### config.mk
export PLATFORM = sky130hd
export DESIGN_NAME = cel_top
export DESIGN_NICKNAME = d
export VERILOG_FILES = /design/src/design/cel_pkg.sv /design/src/design/cel_sync_edge.sv /design/src/design/cel_irq.sv /design/src/design/cel_top.sv
export SDC_FILE = /design/constraint.sdc
export NUM_CORES = 1
export LEC_CHECK = 0
export ABC_CLOCK_PERIOD_IN_PS = 2050
export BUFFER_PORTS_ARGS = -buffer_cell sky130_fd_sc_hd__buf_4
export CAP_MARGIN = 20
export CELL_PAD_IN_SITES_DETAIL_PLACEMENT = 1
export CELL_PAD_IN_SITES_GLOBAL_PLACEMENT = 2
export CORE_MARGIN = 5
export CORE_UTILIZATION = 23
export CTS_CLUSTER_SIZE = 28
export DETAILED_ROUTE_END_ITERATION = 12
export PLACE_DENSITY_LB_ADDON = 0.1
export SLEW_MARGIN = 0
export SYNTH_ARGS = -nofsm -noshare
export SYNTH_HDL_FRONTEND = slang
export SYNTH_HIERARCHICAL = 1
export SYNTH_SLANG_ARGS = --single-unit
export TNS_END_PERCENT = 10
### constraint.sdc
create_clock -name aclk -period 2.05 [get_ports aclk]
set_clock_uncertainty 0.2 [all_clocks]
set_input_delay 0 -clock aclk [delete_from_list [all_inputs] [get_ports aclk]]
set_output_delay 0 -clock aclk [all_outputs]
set_load 0.03 [all_outputs]
### src/design/cel_pkg.sv
// Purpose: Shared constants and types of the comparator event logic
// Assumes: 32-bit AXI4-Lite register port, one bus clock
// Notes: Register layout and reset values live here only
`default_nettype none
package cel_pkg;
  // ****************************************
  // Bus and register map
  // ****************************************
  localparam int unsigned ADDR_W = 12;
  localparam int unsigned DATA_W = 32;
  localparam logic [11:0] CTRL_OFFSET = 12'h000;
  localparam logic [11:0] STATUS_OFFSET = 12'h004;
  localparam logic [11:0] MASK_OFFSET = 12'h008;
  localparam logic [1:0] RESP_OKAY = 2'h0;
  localparam logic [1:0] RESP_SLVERR = 2'h2;
  // ****************************************
  // Field positions and widths
  // ****************************************
  localparam int unsigned CTRL_W = 5;
  localparam int unsigned EVT_W = 1;
  localparam int unsigned FLAG_BIT = 0;
  localparam int unsigned LEVEL_BIT = 1;
  localparam int unsigned IE_BIT = 0;
  // ****************************************
  // Types
  // ****************************************
  typedef enum logic [1:0] {
    CEL_EDGE_FALL = 2'h0,
    CEL_EDGE_RISE = 2'h1,
    CEL_EDGE_BOTH = 2'h3
  } cel_edge_t;
  typedef enum logic [2:0] {
    CEL_PWR_RUN = 3'h0,
    CEL_PWR_WAIT = 3'h1,
    CEL_PWR_SHALLOW = 3'h3,
    CEL_PWR_DEEP_A = 3'h2,
    CEL_PWR_DEEP_B = 3'h6
  } cel_power_t;
  // Bits 4:3 edge, 2 pin enable, 1 bandgap, 0 enable
  typedef struct packed {
    cel_edge_t edge_sel;
    logic output_pin_en;
    logic bandgap_sel;
    logic enable;
  } cel_ctrl_t;
  // ****************************************
  // Reset values
  // ****************************************
  localparam logic [CTRL_W-1:0] CTRL_RESET = 5'h00;
  localparam logic [EVT_W-1:0] MASK_RESET = 1'h0;
  localparam logic [EVT_W-1:0] STATUS_RESET = 1'h0;
endpackage
`default_nettype wire

### src/design/cel_sync_edge.sv
// Purpose: Brings the comparator output into the bus clock, finds edges
// Assumes: async_in is asynchronous to aclk
// Notes: A change counts once the second and third stages agree
`default_nettype none
module cel_sync_edge (
  input wire logic aclk,
  input wire logic rst_n,
  input wire logic async_in,
  input wire logic enable,
  input wire cel_pkg::cel_edge_t edge_sel,
  output logic level,
  output logic evt_pulse
);
  logic s1;
  logic s2;
  logic s3;
  logic qualify;

  // ****************************************
  // Three-stage synchroniser
  // ****************************************
  always_ff @(posedge aclk) begin
    if (!rst_n) begin
      s1 <= 1'b0;
      s2 <= 1'b0;
      s3 <= 1'b0;
    end else begin
      s1 <= async_in;
      s2 <= s1;
      s3 <= s2;
    end
  end

  always_comb begin
    qualify = 1'b0;
    unique case (edge_sel)
      cel_pkg::CEL_EDGE_RISE: qualify = s3;
      cel_pkg::CEL_EDGE_FALL: qualify = !s3;
      default: qualify = 1'b1;
    endcase
  end

  // ****************************************
  // Agreed level and single event pulse
  // ****************************************
  always_ff @(posedge aclk) begin
    if (!rst_n) begin
      level <= 1'b0;
      evt_pulse <= 1'b0;
    end else begin
      evt_pulse <= 1'b0;
      if (s2 == s3 && s3 != level) begin // [RULE_10]
        level <= s3;
        evt_pulse <= enable && qualify; // [RULE_01]
      end
    end
  end
endmodule
`default_nettype wire

### src/design/cel_irq.sv
// Purpose: Sticky event status, mask and one level interrupt
// Assumes: clr is a write-one-to-clear strobe
// Notes: A set in the clearing cycle wins
`default_nettype none
module cel_irq #(
  parameter int unsigned W = 1
) (
  input wire logic aclk,
  input wire logic rst_n,
  input wire logic [W-1:0] set,
  input wire logic [W-1:0] clr,
  input wire logic [W-1:0] mask,
  output logic [W-1:0] status,
  output logic irq
);
  // ****************************************
  // Sticky bits
  // ****************************************
  for (genvar i = 0; i < W; i++) begin : g_bit
    always_ff @(posedge aclk) begin
      if (!rst_n) begin
        status[i] <= 1'b0;
      end else if (set[i]) begin
        status[i] <= 1'b1;
      end else if (clr[i]) begin
        status[i] <= 1'b0;
      end
    end
  end

  assign irq = |(status & mask);
endmodule
`default_nettype wire

### src/design/cel_top.sv
// Purpose: Control and event logic around an analog comparator
// Assumes: power_mode and debug_active come from logic on aclk
// Notes: Deep stop modes hold the block in reset
//
// How it works
// [RULE_01] Software picks rising, falling or both edges for the event flag.
// [RULE_02] A control bit swaps one comparator input for the bandgap reference.
// [RULE_03] A control bit drives the comparator result onto its output pin.
// [RULE_04] In wait the enabled comparator runs; an enabled event wakes the core.
// [RULE_05] In shallow stop comparing and pin output continue as in run.
// [RULE_06] In shallow stop a selected edge sets the flag and may wake.
// [RULE_07] Reset out of shallow stop returns all state to reset values.
// [RULE_08] Deep stop modes power the comparator down and reset its state.
// [RULE_09] Background debug halt does not change comparator behaviour.
// [RULE_10] Comparator output is synchronised so each edge flags once.
`default_nettype none
module cel_top (
  input wire logic aclk,
  input wire logic aresetn,
  input wire logic [cel_pkg::ADDR_W-1:0] s_axi_awaddr,
  input wire logic s_axi_awvalid,
  output logic s_axi_awready,
  input wire logic [cel_pkg::DATA_W-1:0] s_axi_wdata,
  input wire logic [3:0] s_axi_wstrb,
  input wire logic s_axi_wvalid,
  output logic s_axi_wready,
  output logic [1:0] s_axi_bresp,
  output logic s_axi_bvalid,
  input wire logic s_axi_bready,
  input wire logic [cel_pkg::ADDR_W-1:0] s_axi_araddr,
  input wire logic s_axi_arvalid,
  output logic s_axi_arready,
  output logic [cel_pkg::DATA_W-1:0] s_axi_rdata,
  output logic [1:0] s_axi_rresp,
  output logic s_axi_rvalid,
  input wire logic s_axi_rready,
  input wire logic comparator_raw,
  output logic comparator_power_en,
  output logic bandgap_select,
  output logic comparator_result_pin,
  output logic comparator_result_pin_en,
  input wire cel_pkg::cel_power_t power_mode,
  input wire logic debug_active,
  output logic irq,
  output logic cpu_wake
);
  logic deep_stop;
  logic blk_rst_n;
  logic aw_held;
  logic w_held;
  logic [cel_pkg::ADDR_W-1:0] aw_addr;
  logic [cel_pkg::DATA_W-1:0] w_data;
  logic [3:0] w_strb;
  logic do_write;
  logic wr_ctrl;
  logic wr_status;
  logic wr_mask;
  logic wr_mapped;
  cel_pkg::cel_ctrl_t ctrl;
  logic [cel_pkg::EVT_W-1:0] comparator_interrupt_enable;
  logic [cel_pkg::EVT_W-1:0] status;
  logic [cel_pkg::EVT_W-1:0] status_clr;
  logic cmp_level;
  logic evt_pulse;
  logic rd_mapped;
  logic [cel_pkg::DATA_W-1:0] rd_word;
  logic cfg_en;
  logic cfg_pin;
  cel_pkg::cel_edge_t cfg_edge;

  // ****************************************
  // Power mode
  // ****************************************
  assign deep_stop = power_mode == cel_pkg::CEL_PWR_DEEP_A
    || power_mode == cel_pkg::CEL_PWR_DEEP_B;
  // Debug halt is deliberately not a term here
  assign blk_rst_n = aresetn && !deep_stop; // [RULE_07] [RULE_08] [RULE_09]
  assign cfg_en = ctrl.enable;
  assign cfg_pin = ctrl.output_pin_en;
  assign cfg_edge = ctrl.edge_sel;

  // ****************************************
  // AXI4-Lite write channels
  // ****************************************
  assign s_axi_awready = !aw_held;
  assign s_axi_wready = !w_held;
  assign do_write = aw_held && w_held && !s_axi_bvalid;
  assign wr_ctrl = do_write && aw_addr == cel_pkg::CTRL_OFFSET;
  assign wr_status = do_write && aw_addr == cel_pkg::STATUS_OFFSET;
  assign wr_mask = do_write && aw_addr == cel_pkg::MASK_OFFSET;
  assign wr_mapped = wr_ctrl || wr_status || wr_mask;

  always_ff @(posedge aclk) begin
    if (!aresetn) begin
      aw_held <= 1'b0;
      aw_addr <= '0;
    end else if (s_axi_awvalid && !aw_held) begin
      aw_held <= 1'b1;
      aw_addr <= s_axi_awaddr;
    end else if (do_write) begin
      aw_held <= 1'b0;
    end
  end

  always_ff @(posedge aclk) begin
    if (!aresetn) begin
      w_held <= 1'b0;
      w_data <= '0;
      w_strb <= 4'h0;
    end else if (s_axi_wvalid && !w_held) begin
      w_held <= 1'b1;
      w_data <= s_axi_wdata;
      w_strb <= s_axi_wstrb;
    end else if (do_write) begin
      w_held <= 1'b0;
    end
  end

  always_ff @(posedge aclk) begin
    if (!aresetn) begin
      s_axi_bvalid <= 1'b0;
      s_axi_bresp <= cel_pkg::RESP_OKAY;
    end else if (do_write) begin
      s_axi_bvalid <= 1'b1;
      s_axi_bresp <= wr_mapped ? cel_pkg::RESP_OKAY : cel_pkg::RESP_SLVERR;
    end else if (s_axi_bready) begin
      s_axi_bvalid <= 1'b0;
    end
  end

  // ****************************************
  // Control and mask registers
  // ****************************************
  always_ff @(posedge aclk) begin
    if (!blk_rst_n) begin
      ctrl <= cel_pkg::cel_ctrl_t'(cel_pkg::CTRL_RESET); // [RULE_07] [RULE_08]
    end else if (wr_ctrl && w_strb[0]) begin
      ctrl <= cel_pkg::cel_ctrl_t'(w_data[cel_pkg::CTRL_W-1:0]); // [RULE_01]
    end
  end

  always_ff @(posedge aclk) begin
    if (!blk_rst_n) begin
      comparator_interrupt_enable <= cel_pkg::MASK_RESET;
    end else if (wr_mask && w_strb[0]) begin
      comparator_interrupt_enable <= w_data[cel_pkg::IE_BIT +: cel_pkg::EVT_W];
    end
  end

  assign status_clr = (wr_status && w_strb[0])
    ? w_data[cel_pkg::FLAG_BIT +: cel_pkg::EVT_W] : cel_pkg::STATUS_RESET;

  // ****************************************
  // Edge detection and event flag
  // ****************************************
  cel_sync_edge u_sync (
    .aclk(aclk),
    .rst_n(blk_rst_n),
    .async_in(comparator_raw),
    .enable(cfg_en),
    .edge_sel(cfg_edge),
    .level(cmp_level),
    .evt_pulse(evt_pulse)
  );

  cel_irq #(
    .W(cel_pkg::EVT_W)
  ) u_irq (
    .aclk(aclk),
    .rst_n(blk_rst_n),
    .set(evt_pulse),
    .clr(status_clr),
    .mask(comparator_interrupt_enable),
    .status(status),
    .irq(irq)
  );

  // Wake only where the core can be asleep with the bus clock running
  assign cpu_wake = irq && (power_mode == cel_pkg::CEL_PWR_WAIT
    || power_mode == cel_pkg::CEL_PWR_SHALLOW); // [RULE_04] [RULE_06]

  // ****************************************
  // Analog controls and result pin
  // ****************************************
  always_ff @(posedge aclk) begin
    if (!blk_rst_n) begin
      comparator_power_en <= 1'b0; // [RULE_08]
      bandgap_select <= 1'b0;
      comparator_result_pin_en <= 1'b0;
      comparator_result_pin <= 1'b0;
    end else begin
      comparator_power_en <= cfg_en;
      bandgap_select <= ctrl.bandgap_sel; // [RULE_02]
      comparator_result_pin_en <= cfg_en && cfg_pin; // [RULE_03] [RULE_05]
      comparator_result_pin <= cfg_en && cfg_pin && cmp_level; // [RULE_03]
    end
  end

  // ****************************************
  // AXI4-Lite read channel
  // ****************************************
  always_comb begin
    rd_word = '0;
    rd_mapped = 1'b1;
    unique case (s_axi_araddr)
      cel_pkg::CTRL_OFFSET: rd_word[cel_pkg::CTRL_W-1:0] = ctrl;
      cel_pkg::STATUS_OFFSET: begin
        rd_word[cel_pkg::FLAG_BIT] = status[0];
        rd_word[cel_pkg::LEVEL_BIT] = cmp_level;
      end
      cel_pkg::MASK_OFFSET: rd_word[cel_pkg::IE_BIT] = comparator_interrupt_enable[0];
      default: rd_mapped = 1'b0;
    endcase
  end

  assign s_axi_arready = !s_axi_rvalid;

  always_ff @(posedge aclk) begin
    if (!aresetn) begin
      s_axi_rvalid <= 1'b0;
      s_axi_rdata <= '0;
      s_axi_rresp <= cel_pkg::RESP_OKAY;
    end else if (s_axi_arvalid && !s_axi_rvalid) begin
      s_axi_rvalid <= 1'b1;
      s_axi_rdata <= rd_word;
      s_axi_rresp <= rd_mapped ? cel_pkg::RESP_OKAY : cel_pkg::RESP_SLVERR;
    end else if (s_axi_rready) begin
      s_axi_rvalid <= 1'b0;
    end
  end
endmodule
`default_nettype wire

==> impl_metrics.env, run 1 <==
export IMPL_run_status="complete, but fails checks"
export IMPL_failed_checks="negative hold slack"
export IMPL_max_vdd_ir_drop_uv=245.4
export IMPL_cts_path_max_buffers=2
export IMPL_synth_area_per_inst_um2=8.839
export IMPL_p_leak_uw=0.001253
export IMPL_cts_bufs_inserted=5
export IMPL_num_antenna_cells=0
export IMPL_via_count=1835
export IMPL_clock_root_buffer="clkbuf_8"
export IMPL_num_nets_final=396
export IMPL_clockPowerShare_pct=30.4
export IMPL_ratio_of_cells_with_drive_above_1_in_the_final_layout_pct=25.00
export IMPL_final_cell_mix="buf_4 (63), dfxtp_1 (45), dlygate4sd3_1 (32)"
export IMPL_yosysWarningCount=6
export IMPL_final_min_period_over_clock_period_pct=98.23
export IMPL_ys_ff_latch=45
export IMPL_combPwrFrac_pct=19.2
export IMPL_cts_setup_buffers=0
export IMPL_detail_route_antenna_nets=0
export IMPL_path_class="flip-flop to flip-flop"
export IMPL_detailed_place_hpwl_um=4074
export IMPL_globalRouteOverflowTotal=0
export IMPL_net_switching_power_uw=519.8
export IMPL_coreArea_um2=8721
export IMPL_start_util_pct=23.52
export IMPL_maximum_number_of_pins_on_one_net_before_global_route_repair=22
export IMPL_cts_tree="built"
export IMPL_critical_path_required_ns=2.09
export IMPL_p_int_uw=1328
export IMPL_timing_final_crit_period_ns=2.014
export IMPL_clk_pin_slew_worst_paths_ns=0.08
export IMPL_syn_instance_count=232
export IMPL_grt_pass1_wl_um=9052
export IMPL_setup_violations_final=0
export IMPL_worstSkewPairLatency_ns=0.29
export IMPL_synthToLayoutAreaGrowth_pct=42.83
export IMPL_stdcell_area_um2=2929
export IMPL_sequentialPowerShare_pct=50.4
export IMPL_clkSinkCount=45
export IMPL_switching_share_pct=28.12
export IMPL_horizontal_extent_of_the_die_um=104.4
export IMPL_timing_critical_path_to_type="flip-flop"
export IMPL_critical_path_peak_fanout=6
export IMPL_drt_first_pass_iters=4
export IMPL_worstPathArrival_ns=2.05
export IMPL_routability_congestion=0.6463
export IMPL_totalWireLength_um=5497
export IMPL_hold_path_class="input pin to flip-flop"
export IMPL_synth_cell_type_count=37
export IMPL_rsz0062_at_grt="true"
export IMPL_boundaryPins=119
export IMPL_fillers=1038
export IMPL_port_buffer_count=58
export IMPL_timing_reg2reg_setup_slack_ns=0.04
export IMPL_final_max_slew_violation_count=0
export IMPL_timing_setup_tns_ns=0
export IMPL_via_count_of_the_first_global_routing_pass=1828
export IMPL_critical_path_startpoint_type="flip-flop"
export IMPL_die_y_um=104.4
export IMPL_max_cap_violations=0
export IMPL_synth_area_um2=2051
export IMPL_powerDensity_nw_per_um2=631.0
export IMPL_grt_antenna_before_repair=0
export IMPL_drt_initial_drc_count=43
export IMPL_whs_ns=-0.01073
export IMPL_dominantRegCellSynth="dfxtp_1"
export IMPL_max_clock_freq_mhz=496.6
export IMPL_drc=0
export IMPL_rows=34
export IMPL_place_area_um2=2512
export IMPL_post_place_ws_ns=0.04457
export IMPL_hold_violations=2
export IMPL_routedWlPerCell_um=12.72
export IMPL_finalPower_uw=1848
export IMPL_quantity_of_hold_fixing_buffers_added_after_cts=32
export IMPL_h_tree_depth=2
export IMPL_seq_area_frac_synth_pct=43.93
export IMPL_final_critical_path_setup_slack_ns=0.03631
export IMPL_dieArea_um2=10900
export IMPL_grt_usage_pct=9.899
export IMPL_layout_commonest_cell="buf_4"
export IMPL_async_reset_ff_share_pct=0
export IMPL_vias_per_cell=4.248
export IMPL_synth_edff_count=0
==> metal layers <==
layer	routed length, µm	GRT usage [%]	share of wire, %
met5	0	0	0
met4	66	3.330	1.2
met3	437	3.042	7.9
met2	2323	15.07	42
met1	2670	13.24	49
==> registers in the layout, indices dropped and copies added (netlist names), 2 cells and up <==
name         count
aw_addr         12
cfg_edge         2
s_axi_rdata      5
w_data           5
==> per-stage QoR <==
step / cells / utilization [%] / hold slack, ns
6_report: 432 / 33.59 / -0.01073
5_1_grt: 432 / 33.59 / -0.001935
4_1_cts: 432 / 33.52 / -0.01259
3_5_place_dp: 393 / 28.81 / 0.01457
3_3_place_gp: 393 / 28.81 / 0.008246
2_1_floorplan: 260 / - / -0.09699
==> cell type report <==
type / count / area (µm²) / share of cell area, %
inverters: 14 / 52.55 / 1.794
well taps: 108 / 135.1 / 4.613
flip-flops and latches: 45 / 900.9 / 30.76
clock buffers: 6 / 82.58 / 2.819
multi-input cells: 163 / 957.2 / 32.68
clock inverters: 1 / 7.507 / 0.2563
repair buffers: 95 / 793.3 / 27.08
==> cells by family (layout without fill, tap and decap cells) <==
group | after synthesis | count (layout) | share of synthesized area (%)
simple gates | 80 | 80 | 21.17
other cells | 1 | 29 | 0.1829
buf+inv | 52 | 116 | 14.83
mux | 14 | 14 | 6.833
flops | 45 | 45 | 43.93
compound gates | 40 | 40 | 13.06
==> Yosys cell counts, drive strengths merged, types with 2 or more instances <==
cell / number / area [µm²]
nor4: 5 / 46.29
o41ai: 3 / 26.28
o211ai: 11 / 82.58
inv: 14 / 52.55
mux2i: 14 / 140.1
dfxtp: 45 / 900.9
nor2b: 5 / 41.29
nor2: 14 / 52.55
a21oi: 15 / 75.07
or4: 4 / 37.53
nand3: 4 / 20.02
nor3: 2 / 10.01
nand2b: 4 / 25.02
nand2: 31 / 116.4
buf: 29 / 217.7
clkbuf: 9 / 33.78
o21a: 2 / 15.01
o21ai: 2 / 10.01
and2: 6 / 38.79
==> power groups by stage <==
stage | Sequential, µW | Combinational, µW | Clock, µW
floorplan | 953 | 228 | 0
global placement | 951 | 307 | 0
detailed placement | 951 | 308 | 0
CTS | 931 | 356 | 598
global route | 936 | 388 | 626
finish | 931 | 355 | 562
==> worst max-delay path, stage by stage, from the launching register on <==
cell and delay, ns:
dfxtp_1 0.35, nor2b_1 0.18, nand4_1 0.28, o41ai_1 0.38
dlygate4sd3_1 0.58
==> what timing repair did <==
action / CTS / global route
gates resized for setup: 0 / 1
endpoints found under the setup margin: 0 / 3
endpoints found under the hold margin: 37 / 1
==> path summary, 6_finish.rpt <==
kind / from / endpoint / cells after the start
max reg2reg: s_axi_rvalid / s_axi_rdata[3] / 4
min: s_axi_araddr[7] / s_axi_rdata[2] / 4
max: s_axi_rvalid / s_axi_rdata[3] / 4
min reg2reg: u_sync/s1 / u_sync/s2 / 1
(Power assumes the default switching activity.)
==> inputs of run 2 (changes only) <==
--- a/config.mk
+++ b/config.mk
@@ -5,13 +5,14 @@
 export SDC_FILE = /design/constraint.sdc
 export NUM_CORES = 1
 export LEC_CHECK = 0
+export ABC_AREA = 1
 export ABC_CLOCK_PERIOD_IN_PS = 2050
 export BUFFER_PORTS_ARGS = -buffer_cell sky130_fd_sc_hd__buf_4
 export CAP_MARGIN = 20
 export CELL_PAD_IN_SITES_DETAIL_PLACEMENT = 1
 export CELL_PAD_IN_SITES_GLOBAL_PLACEMENT = 2
 export CORE_MARGIN = 5
-export CORE_UTILIZATION = 23
+export CORE_UTILIZATION = 22
 export CTS_CLUSTER_SIZE = 28
 export DETAILED_ROUTE_END_ITERATION = 12
 export PLACE_DENSITY_LB_ADDON = 0.1
==> impl_metrics.env, run 2 <==
export IMPL_run_status="finished clean"
export IMPL_dieArea_um2=11750
export IMPL_drc=0
export IMPL_stdcell_area_um2=3144
export IMPL_cts_bufs_inserted=5
export IMPL_finalPower_uw=2145
export IMPL_ratio_of_cells_with_drive_above_1_in_the_final_layout_pct=22.80
export IMPL_h_tree_depth=2
export IMPL_synth_edff_count=0
export IMPL_timing_setup_tns_ns=0
export IMPL_grt_antenna_before_repair=0
export IMPL_horizontal_extent_of_the_die_um=108.4
export IMPL_synth_area_per_inst_um2=7.472
export IMPL_critical_path_peak_fanout=5
export IMPL_largest_reg_flops=12
export IMPL_synthToLayoutAreaGrowth_pct=47.65
export IMPL_cts_path_max_buffers=2
export IMPL_ys_ff_latch=45
export IMPL_drt_initial_drc_count=33
export IMPL_via_count=1986
export IMPL_multiInputGateArea_um2=953.4
export IMPL_grt_pass1_wl_um=9032
export IMPL_layout_commonest_cell="buf_4"
export IMPL_async_reset_ff_share_pct=0
export IMPL_coreArea_um2=9594
export IMPL_max_cap_violations=0
export IMPL_max_clock_freq_mhz=540.1
export IMPL_hold_path_class="input pin to flip-flop"
export IMPL_routedWlPerCell_um=11.05
export IMPL_clock_root_buffer="clkbuf_8"
export IMPL_synth_cell_type_count=31
export IMPL_rows=36
export IMPL_crit_path_cell_trace="dlygate4sd3_1 -> buf_4 -> nor2_1 -> nand2_1 -> nor2_4 -> nand3_1 -> nand3_1 -> nand2_1 -> a21oi_1 -> dlygate4sd3_1"
export IMPL_timing_final_crit_period_ns=1.851
export IMPL_clk_pin_slew_worst_paths_ns=0.08
export IMPL_globalRouteOverflowTotal=0
export IMPL_max_vdd_ir_drop_uv=276.5
export IMPL_cts_tree="built"
export IMPL_final_min_period_over_clock_period_pct=90.32
export IMPL_synthMostInstantiatedCell="nor2_1"
export IMPL_synth_xor_xnor_area_share_pct=0
export IMPL_yosys_mux_area_fraction_pct=0
export IMPL_ys_top_cells_by_count="nor2_1 (59), dfxtp_1 (45), inv_1 (35)"
export IMPL_critical_path_startpoint_type="input pin"
export IMPL_fillers=1189
export IMPL_timing_critical_path_to_type="flip-flop"
export IMPL_max_flop_register="aw_addr"
export IMPL_synth_largest_area_cell="dfxtp_1"
export IMPL_dominantRegCellSynth="dfxtp_1"
export IMPL_drt_first_pass_iters=4
export IMPL_hold_violations=0
export IMPL_top_regs="aw_addr: 12 flops, s_axi_rdata: 5 flops, w_data: 5 flops"
export IMPL_place_area_um2=2613
export IMPL_grt_usage_pct=9.825
export IMPL_path_class="input pin to flip-flop"
export IMPL_detail_route_antenna_nets=0
export IMPL_powerDensity_nw_per_um2=682.1
export IMPL_synth_area_um2=2130
export IMPL_boundaryPins=119
export IMPL_rsz0062_at_grt="false"
export IMPL_worstSkewPairLatency_ns=0.30
export IMPL_synth_area_top_cells="dfxtp_1 (42%), nor2_1 (10%), buf_4 (10%), inv_1 (6.2%), o21ai_0 (5.9%)"
export IMPL_cpMaxStageDelayCell="dlygate4sd3_1"
export IMPL_post_synth_fa_ha_maj_area_fraction_pct=0
export IMPL_whs_ns=0.04918
export IMPL_synth_simple_gate_area_share_pct=25.79
export IMPL_final_cell_mix="buf_4 (60), nor2_1 (57), dfxtp_1 (45)"
export IMPL_yosysWarningCount=6
export IMPL_die_y_um=108.4
export IMPL_num_nets_final=457
export IMPL_setup_violations_final=0
export IMPL_worst_path_largest_cell_delay_ns=0.54
export IMPL_num_antenna_cells=0
export IMPL_worstPathArrival_ns=1.90
export IMPL_p_leak_uw=0.001464
export IMPL_port_buffer_count=58
export IMPL_seq_area_frac_synth_pct=42.30
export IMPL_detailed_place_hpwl_um=4205
export IMPL_routability_congestion=0.6977
export IMPL_totalWireLength_um=5734
export IMPL_maximum_number_of_pins_on_one_net_before_global_route_repair=26
export IMPL_sequential_cell_area_um2=900.9
export IMPL_vias_per_cell=3.827
export IMPL_syn_instance_count=285
export IMPL_via_count_of_the_first_global_routing_pass=1928
export IMPL_cts_setup_buffers=0
export IMPL_final_max_slew_violation_count=0
export IMPL_synth_compound_gate_area_share_pct=13.63
export IMPL_clkSinkCount=45
export IMPL_start_util_pct=22.20
export IMPL_synth_top_family_by_area="simple AND/OR/NAND/NOR gates"
export IMPL_yosysTopAreaCellShare_pct=42.30
export IMPL_critical_path_required_ns=2.10
run 2: worst paths after layout:
path / startpoint / to / slack (ns) / depth (start not counted)
setup / recovery: s_axi_araddr[8] / s_axi_rdata[0] / 0.20 / 10
hold / removal: s_axi_araddr[2] / s_axi_rresp[1] / 0.05 / 5
setup reg to reg: w_held / w_data[3] / 0.30 / 5
hold reg to reg: u_sync/s1 / u_sync/s2 / 0.23 / 2
run 2: through the flow:
step / utilization, % / cells / setup WS, ns
floorplan: - / 313 / 0.5875
global placement: 27.23 / 472 / 0.1581
detailed placement: 27.23 / 472 / 0.1346
CTS: 32.69 / 519 / 0.07647
global route: 32.77 / 519 / 0.06920
finish: 32.77 / 519 / 0.1985
run 2: cell families after synthesis:
family	after synthesis
compound gates	50
buf+inv	73
simple gates	116
flops	45
other cells	1
run 2: final cells by class:
| cell class | instances | area share, % |
|---|---|---|
| Clock inverter | 3 | 2.069 |
| Sequential cell | 45 | 28.65 |
| Multi-Input combinational cell | 195 | 30.32 |
| Clock buffer | 5 | 2.189 |
| Tap cell | 133 | 5.292 |
| Timing Repair Buffer | 99 | 26.82 |
| Inverter | 39 | 4.656 |
run 2: metal layers:
layer | up-vias | wire length [µm] | global-route usage, %
li1 | 1030 | - | -
met1 | 903 | 2436 | 11.75
met2 | 49 | 2888 | 17.32
met3 | 4 | 354 | 2.448
met4 | 0 | 55 | 2.976
met5 | - | 0 | 0
run 2: repair_timing:
item / CTS / global route
gates resized for setup: 0 / 3
hold endpoints to repair: 45 / 0
hold buffers: 39 / 0
setup endpoints to repair: 0 / 13
run 2: report_power, final:
part           switching (µW)  total [µW]  internal [µW]
sequential               26.9         946            919
combinational             237         399            162
clock                     315         800            484
run 2: critical path: cells and delay by family:
family	cells	cell delay (ns)
AOI/OAI and AO/OA	1	0.11
buffers and inverters	3	1.21
and+or+nand+nor	6	0.59
==> inputs of run 3 (changes only) <==
--- a/config.mk
+++ b/config.mk
@@ -7,14 +7,14 @@
 export LEC_CHECK = 0
 export ABC_AREA = 1
 export ABC_CLOCK_PERIOD_IN_PS = 2050
-export BUFFER_PORTS_ARGS = -buffer_cell sky130_fd_sc_hd__buf_4
 export CAP_MARGIN = 20
 export CELL_PAD_IN_SITES_DETAIL_PLACEMENT = 1
 export CELL_PAD_IN_SITES_GLOBAL_PLACEMENT = 2
 export CORE_MARGIN = 5
-export CORE_UTILIZATION = 22
+export CORE_UTILIZATION = 32
 export CTS_CLUSTER_SIZE = 28
 export DETAILED_ROUTE_END_ITERATION = 12
+export DONT_BUFFER_PORTS = 1
 export PLACE_DENSITY_LB_ADDON = 0.1
 export SLEW_MARGIN = 0
 export SYNTH_ARGS = -nofsm -noshare
==> impl_metrics.env, run 3 (synthesized netlist as in run 2, its figures left out) <==
export IMPL_clkSinkCount=45
export IMPL_setup_violations_final=0
export IMPL_net_switching_power_uw=553.6
export IMPL_final_cell_mix="nor2_1 (57), dlygate4sd3_1 (55), dfxtp_1 (45)"
export IMPL_detailed_place_hpwl_um=3703
export IMPL_final_max_slew_violation_count=0
export IMPL_run_status="finished clean"
export IMPL_slew_limit_headroom_pct=62.77
export IMPL_worstSkewPairLatency_ns=0.30
export IMPL_grt_usage_pct=13.64
export IMPL_clockPowerShare_pct=29.4
export IMPL_die_y_um=91.58
export IMPL_fillers=779
export IMPL_sequentialPowerShare_pct=52.6
export IMPL_whs_ns=0.1141
export IMPL_horizontal_extent_of_the_die_um=91.58
export IMPL_grt_pass1_wl_um=9287
export IMPL_timing_critical_path_to_type="flip-flop"
export IMPL_critical_path_required_ns=2.04
export IMPL_port_buffer_count=0
export IMPL_num_nets_final=415
export IMPL_h_tree_depth=2
export IMPL_max_vdd_ir_drop_uv=385.3
export IMPL_largest_reg_flops=12
export IMPL_clock_root_buffer="clkbuf_8"
export IMPL_ratio_of_cells_with_drive_above_1_in_the_final_layout_pct=7.849
export IMPL_final_min_period_over_clock_period_pct=96.58
export IMPL_via_count_of_the_first_global_routing_pass=1976
export IMPL_worstPathArrival_ns=1.97
export IMPL_globalRouteOverflowTotal=0
export IMPL_p_leak_uw=0.001194
export IMPL_timing_reg2reg_worst_path_depth=5
export IMPL_drt_first_pass_iters=4
export IMPL_detail_route_antenna_nets=0
export IMPL_cts_tree="built"
export IMPL_via_count=1845
export IMPL_hold_path_class="input pin to flip-flop"
export IMPL_cts_bufs_inserted=5
export IMPL_rows=29
export IMPL_start_util_pct=33.16
export IMPL_switching_share_pct=30.05
export IMPL_hold_violations=0
export IMPL_max_clock_freq_mhz=505.1
export IMPL_totalWireLength_um=5376
export IMPL_synthToLayoutAreaGrowth_pct=29.20
export IMPL_dieArea_um2=8386
export IMPL_boundaryPins=119
export IMPL_max_cap_violations=0
export IMPL_routability_congestion=0.6957
export IMPL_path_class="flip-flop to flip-flop"
export IMPL_grt_antenna_before_repair=0
export IMPL_powerDensity_nw_per_um2=669.6
export IMPL_p_int_uw=1289
export IMPL_clk_pin_slew_worst_paths_ns=0.09
export IMPL_vias_per_cell=4.382
export IMPL_rsz0062_at_grt="true"
export IMPL_combPwrFrac_pct=18.0
export IMPL_critical_path_startpoint_type="flip-flop"
export IMPL_maximum_number_of_pins_on_one_net_before_global_route_repair=17
export IMPL_timing_final_crit_period_ns=1.980
export IMPL_drt_initial_drc_count=33
export IMPL_finalPower_uw=1842
export IMPL_num_antenna_cells=0
export IMPL_hold_path_depth=3
export IMPL_worst_slew_pin_transition_ns=0.5564
export IMPL_top_regs="aw_addr: 12 flops, s_axi_rdata: 5 flops, w_data: 5 flops"
export IMPL_routedWlPerCell_um=12.77
export IMPL_layout_commonest_cell="nor2_1"
export IMPL_max_flop_register="aw_addr"
export IMPL_cts_path_max_buffers=2
export IMPL_critical_path_peak_fanout=8
export IMPL_timing_setup_tns_ns=0
export IMPL_coreArea_um2=6422
export IMPL_drc=0
-- run 3: changes by cell type in the layout (fill, tap and decap cells not counted), sizes merged --
| cell | change |
|---|---|
| clkinvlp | +1 |
| buf | -59 |
| clkbuf | +2 |
| clkinv | -1 |
| dlygate4sd3 | +17 |
| bufinv | -2 |
-- run 3: power by group through the flow --
| stage | clock network [µW] | registers [µW] | logic, µW |
|---|---|---|---|
| after detailed placement | 0 | 989 | 230 |
| after global routing | 617 | 976 | 369 |
| final | 542 | 968 | 332 |
| after CTS | 569 | 969 | 330 |
| after floorplan | 0 | 981 | 247 |
| after global placement | 0 | 989 | 229 |
-- run 3: stage by stage --
step / setup WS [ns] / std cells / area [µm²] / utilization, %
floorplan: 0.5875 / 313 / 2235 / -
global placement: 0.08802 / 357 / 2100 / 32.69
detailed placement: 0.1457 / 357 / 2100 / 32.69
CTS: 0.01290 / 421 / 2744 / 42.72
global route: -0.03432 / 421 / 2751 / 42.84
finish: 0.07010 / 421 / 2751 / 42.84
-- run 3: timing repair --
item	4_1_cts	5_1_grt
buffers inserted	0	0
gates resized for setup	0	3
hold endpoints to repair	46	0
endpoints found under the setup margin	0	16
hold buffers	56	0
-- run 3: path summary, 6_finish.rpt --
path                    start        endpoint  slack (ns)
min reg2reg  u_sync/evt_pulse    u_irq/status        0.26
min                   aresetn      aw_addr[4]        0.11
max reg2reg      s_axi_rvalid  s_axi_rdata[3]        0.07
max              s_axi_rvalid  s_axi_rdata[3]        0.07
-- run 3: metal layers --
layer  wire length [µm]  global-route usage [%]  vias up  share of wire, %
met4                 46                   3.015        0              0.86
met1               2247                   15.28      840                42
met5                  0                       0        -                 0
met3                374                   4.793        5               7.0
li1                   -                       -      950                 -
met2               2708                   24.71       50                50
-- run 3: final cells by class --
type	count	area [µm²]	area share, %
Tap cell	77	96.34	3.502
Timing Repair Buffer	57	570.5	20.74
Inverter	39	146.4	5.321
Clock buffer	7	76.32	2.774
Multi-Input combinational cell	195	953.4	34.65
Clock inverter	1	7.507	0.2729
Sequential cell	45	900.9	32.74
-- run 3: critical path: stages, from the launching register on --
cell and delay (ns):
dfxtp_1 0.57, nor2_2 0.13, buf_4 0.18, o21ai_0 0.16
dlygate4sd3_1 0.59, a21oi_1 0.04
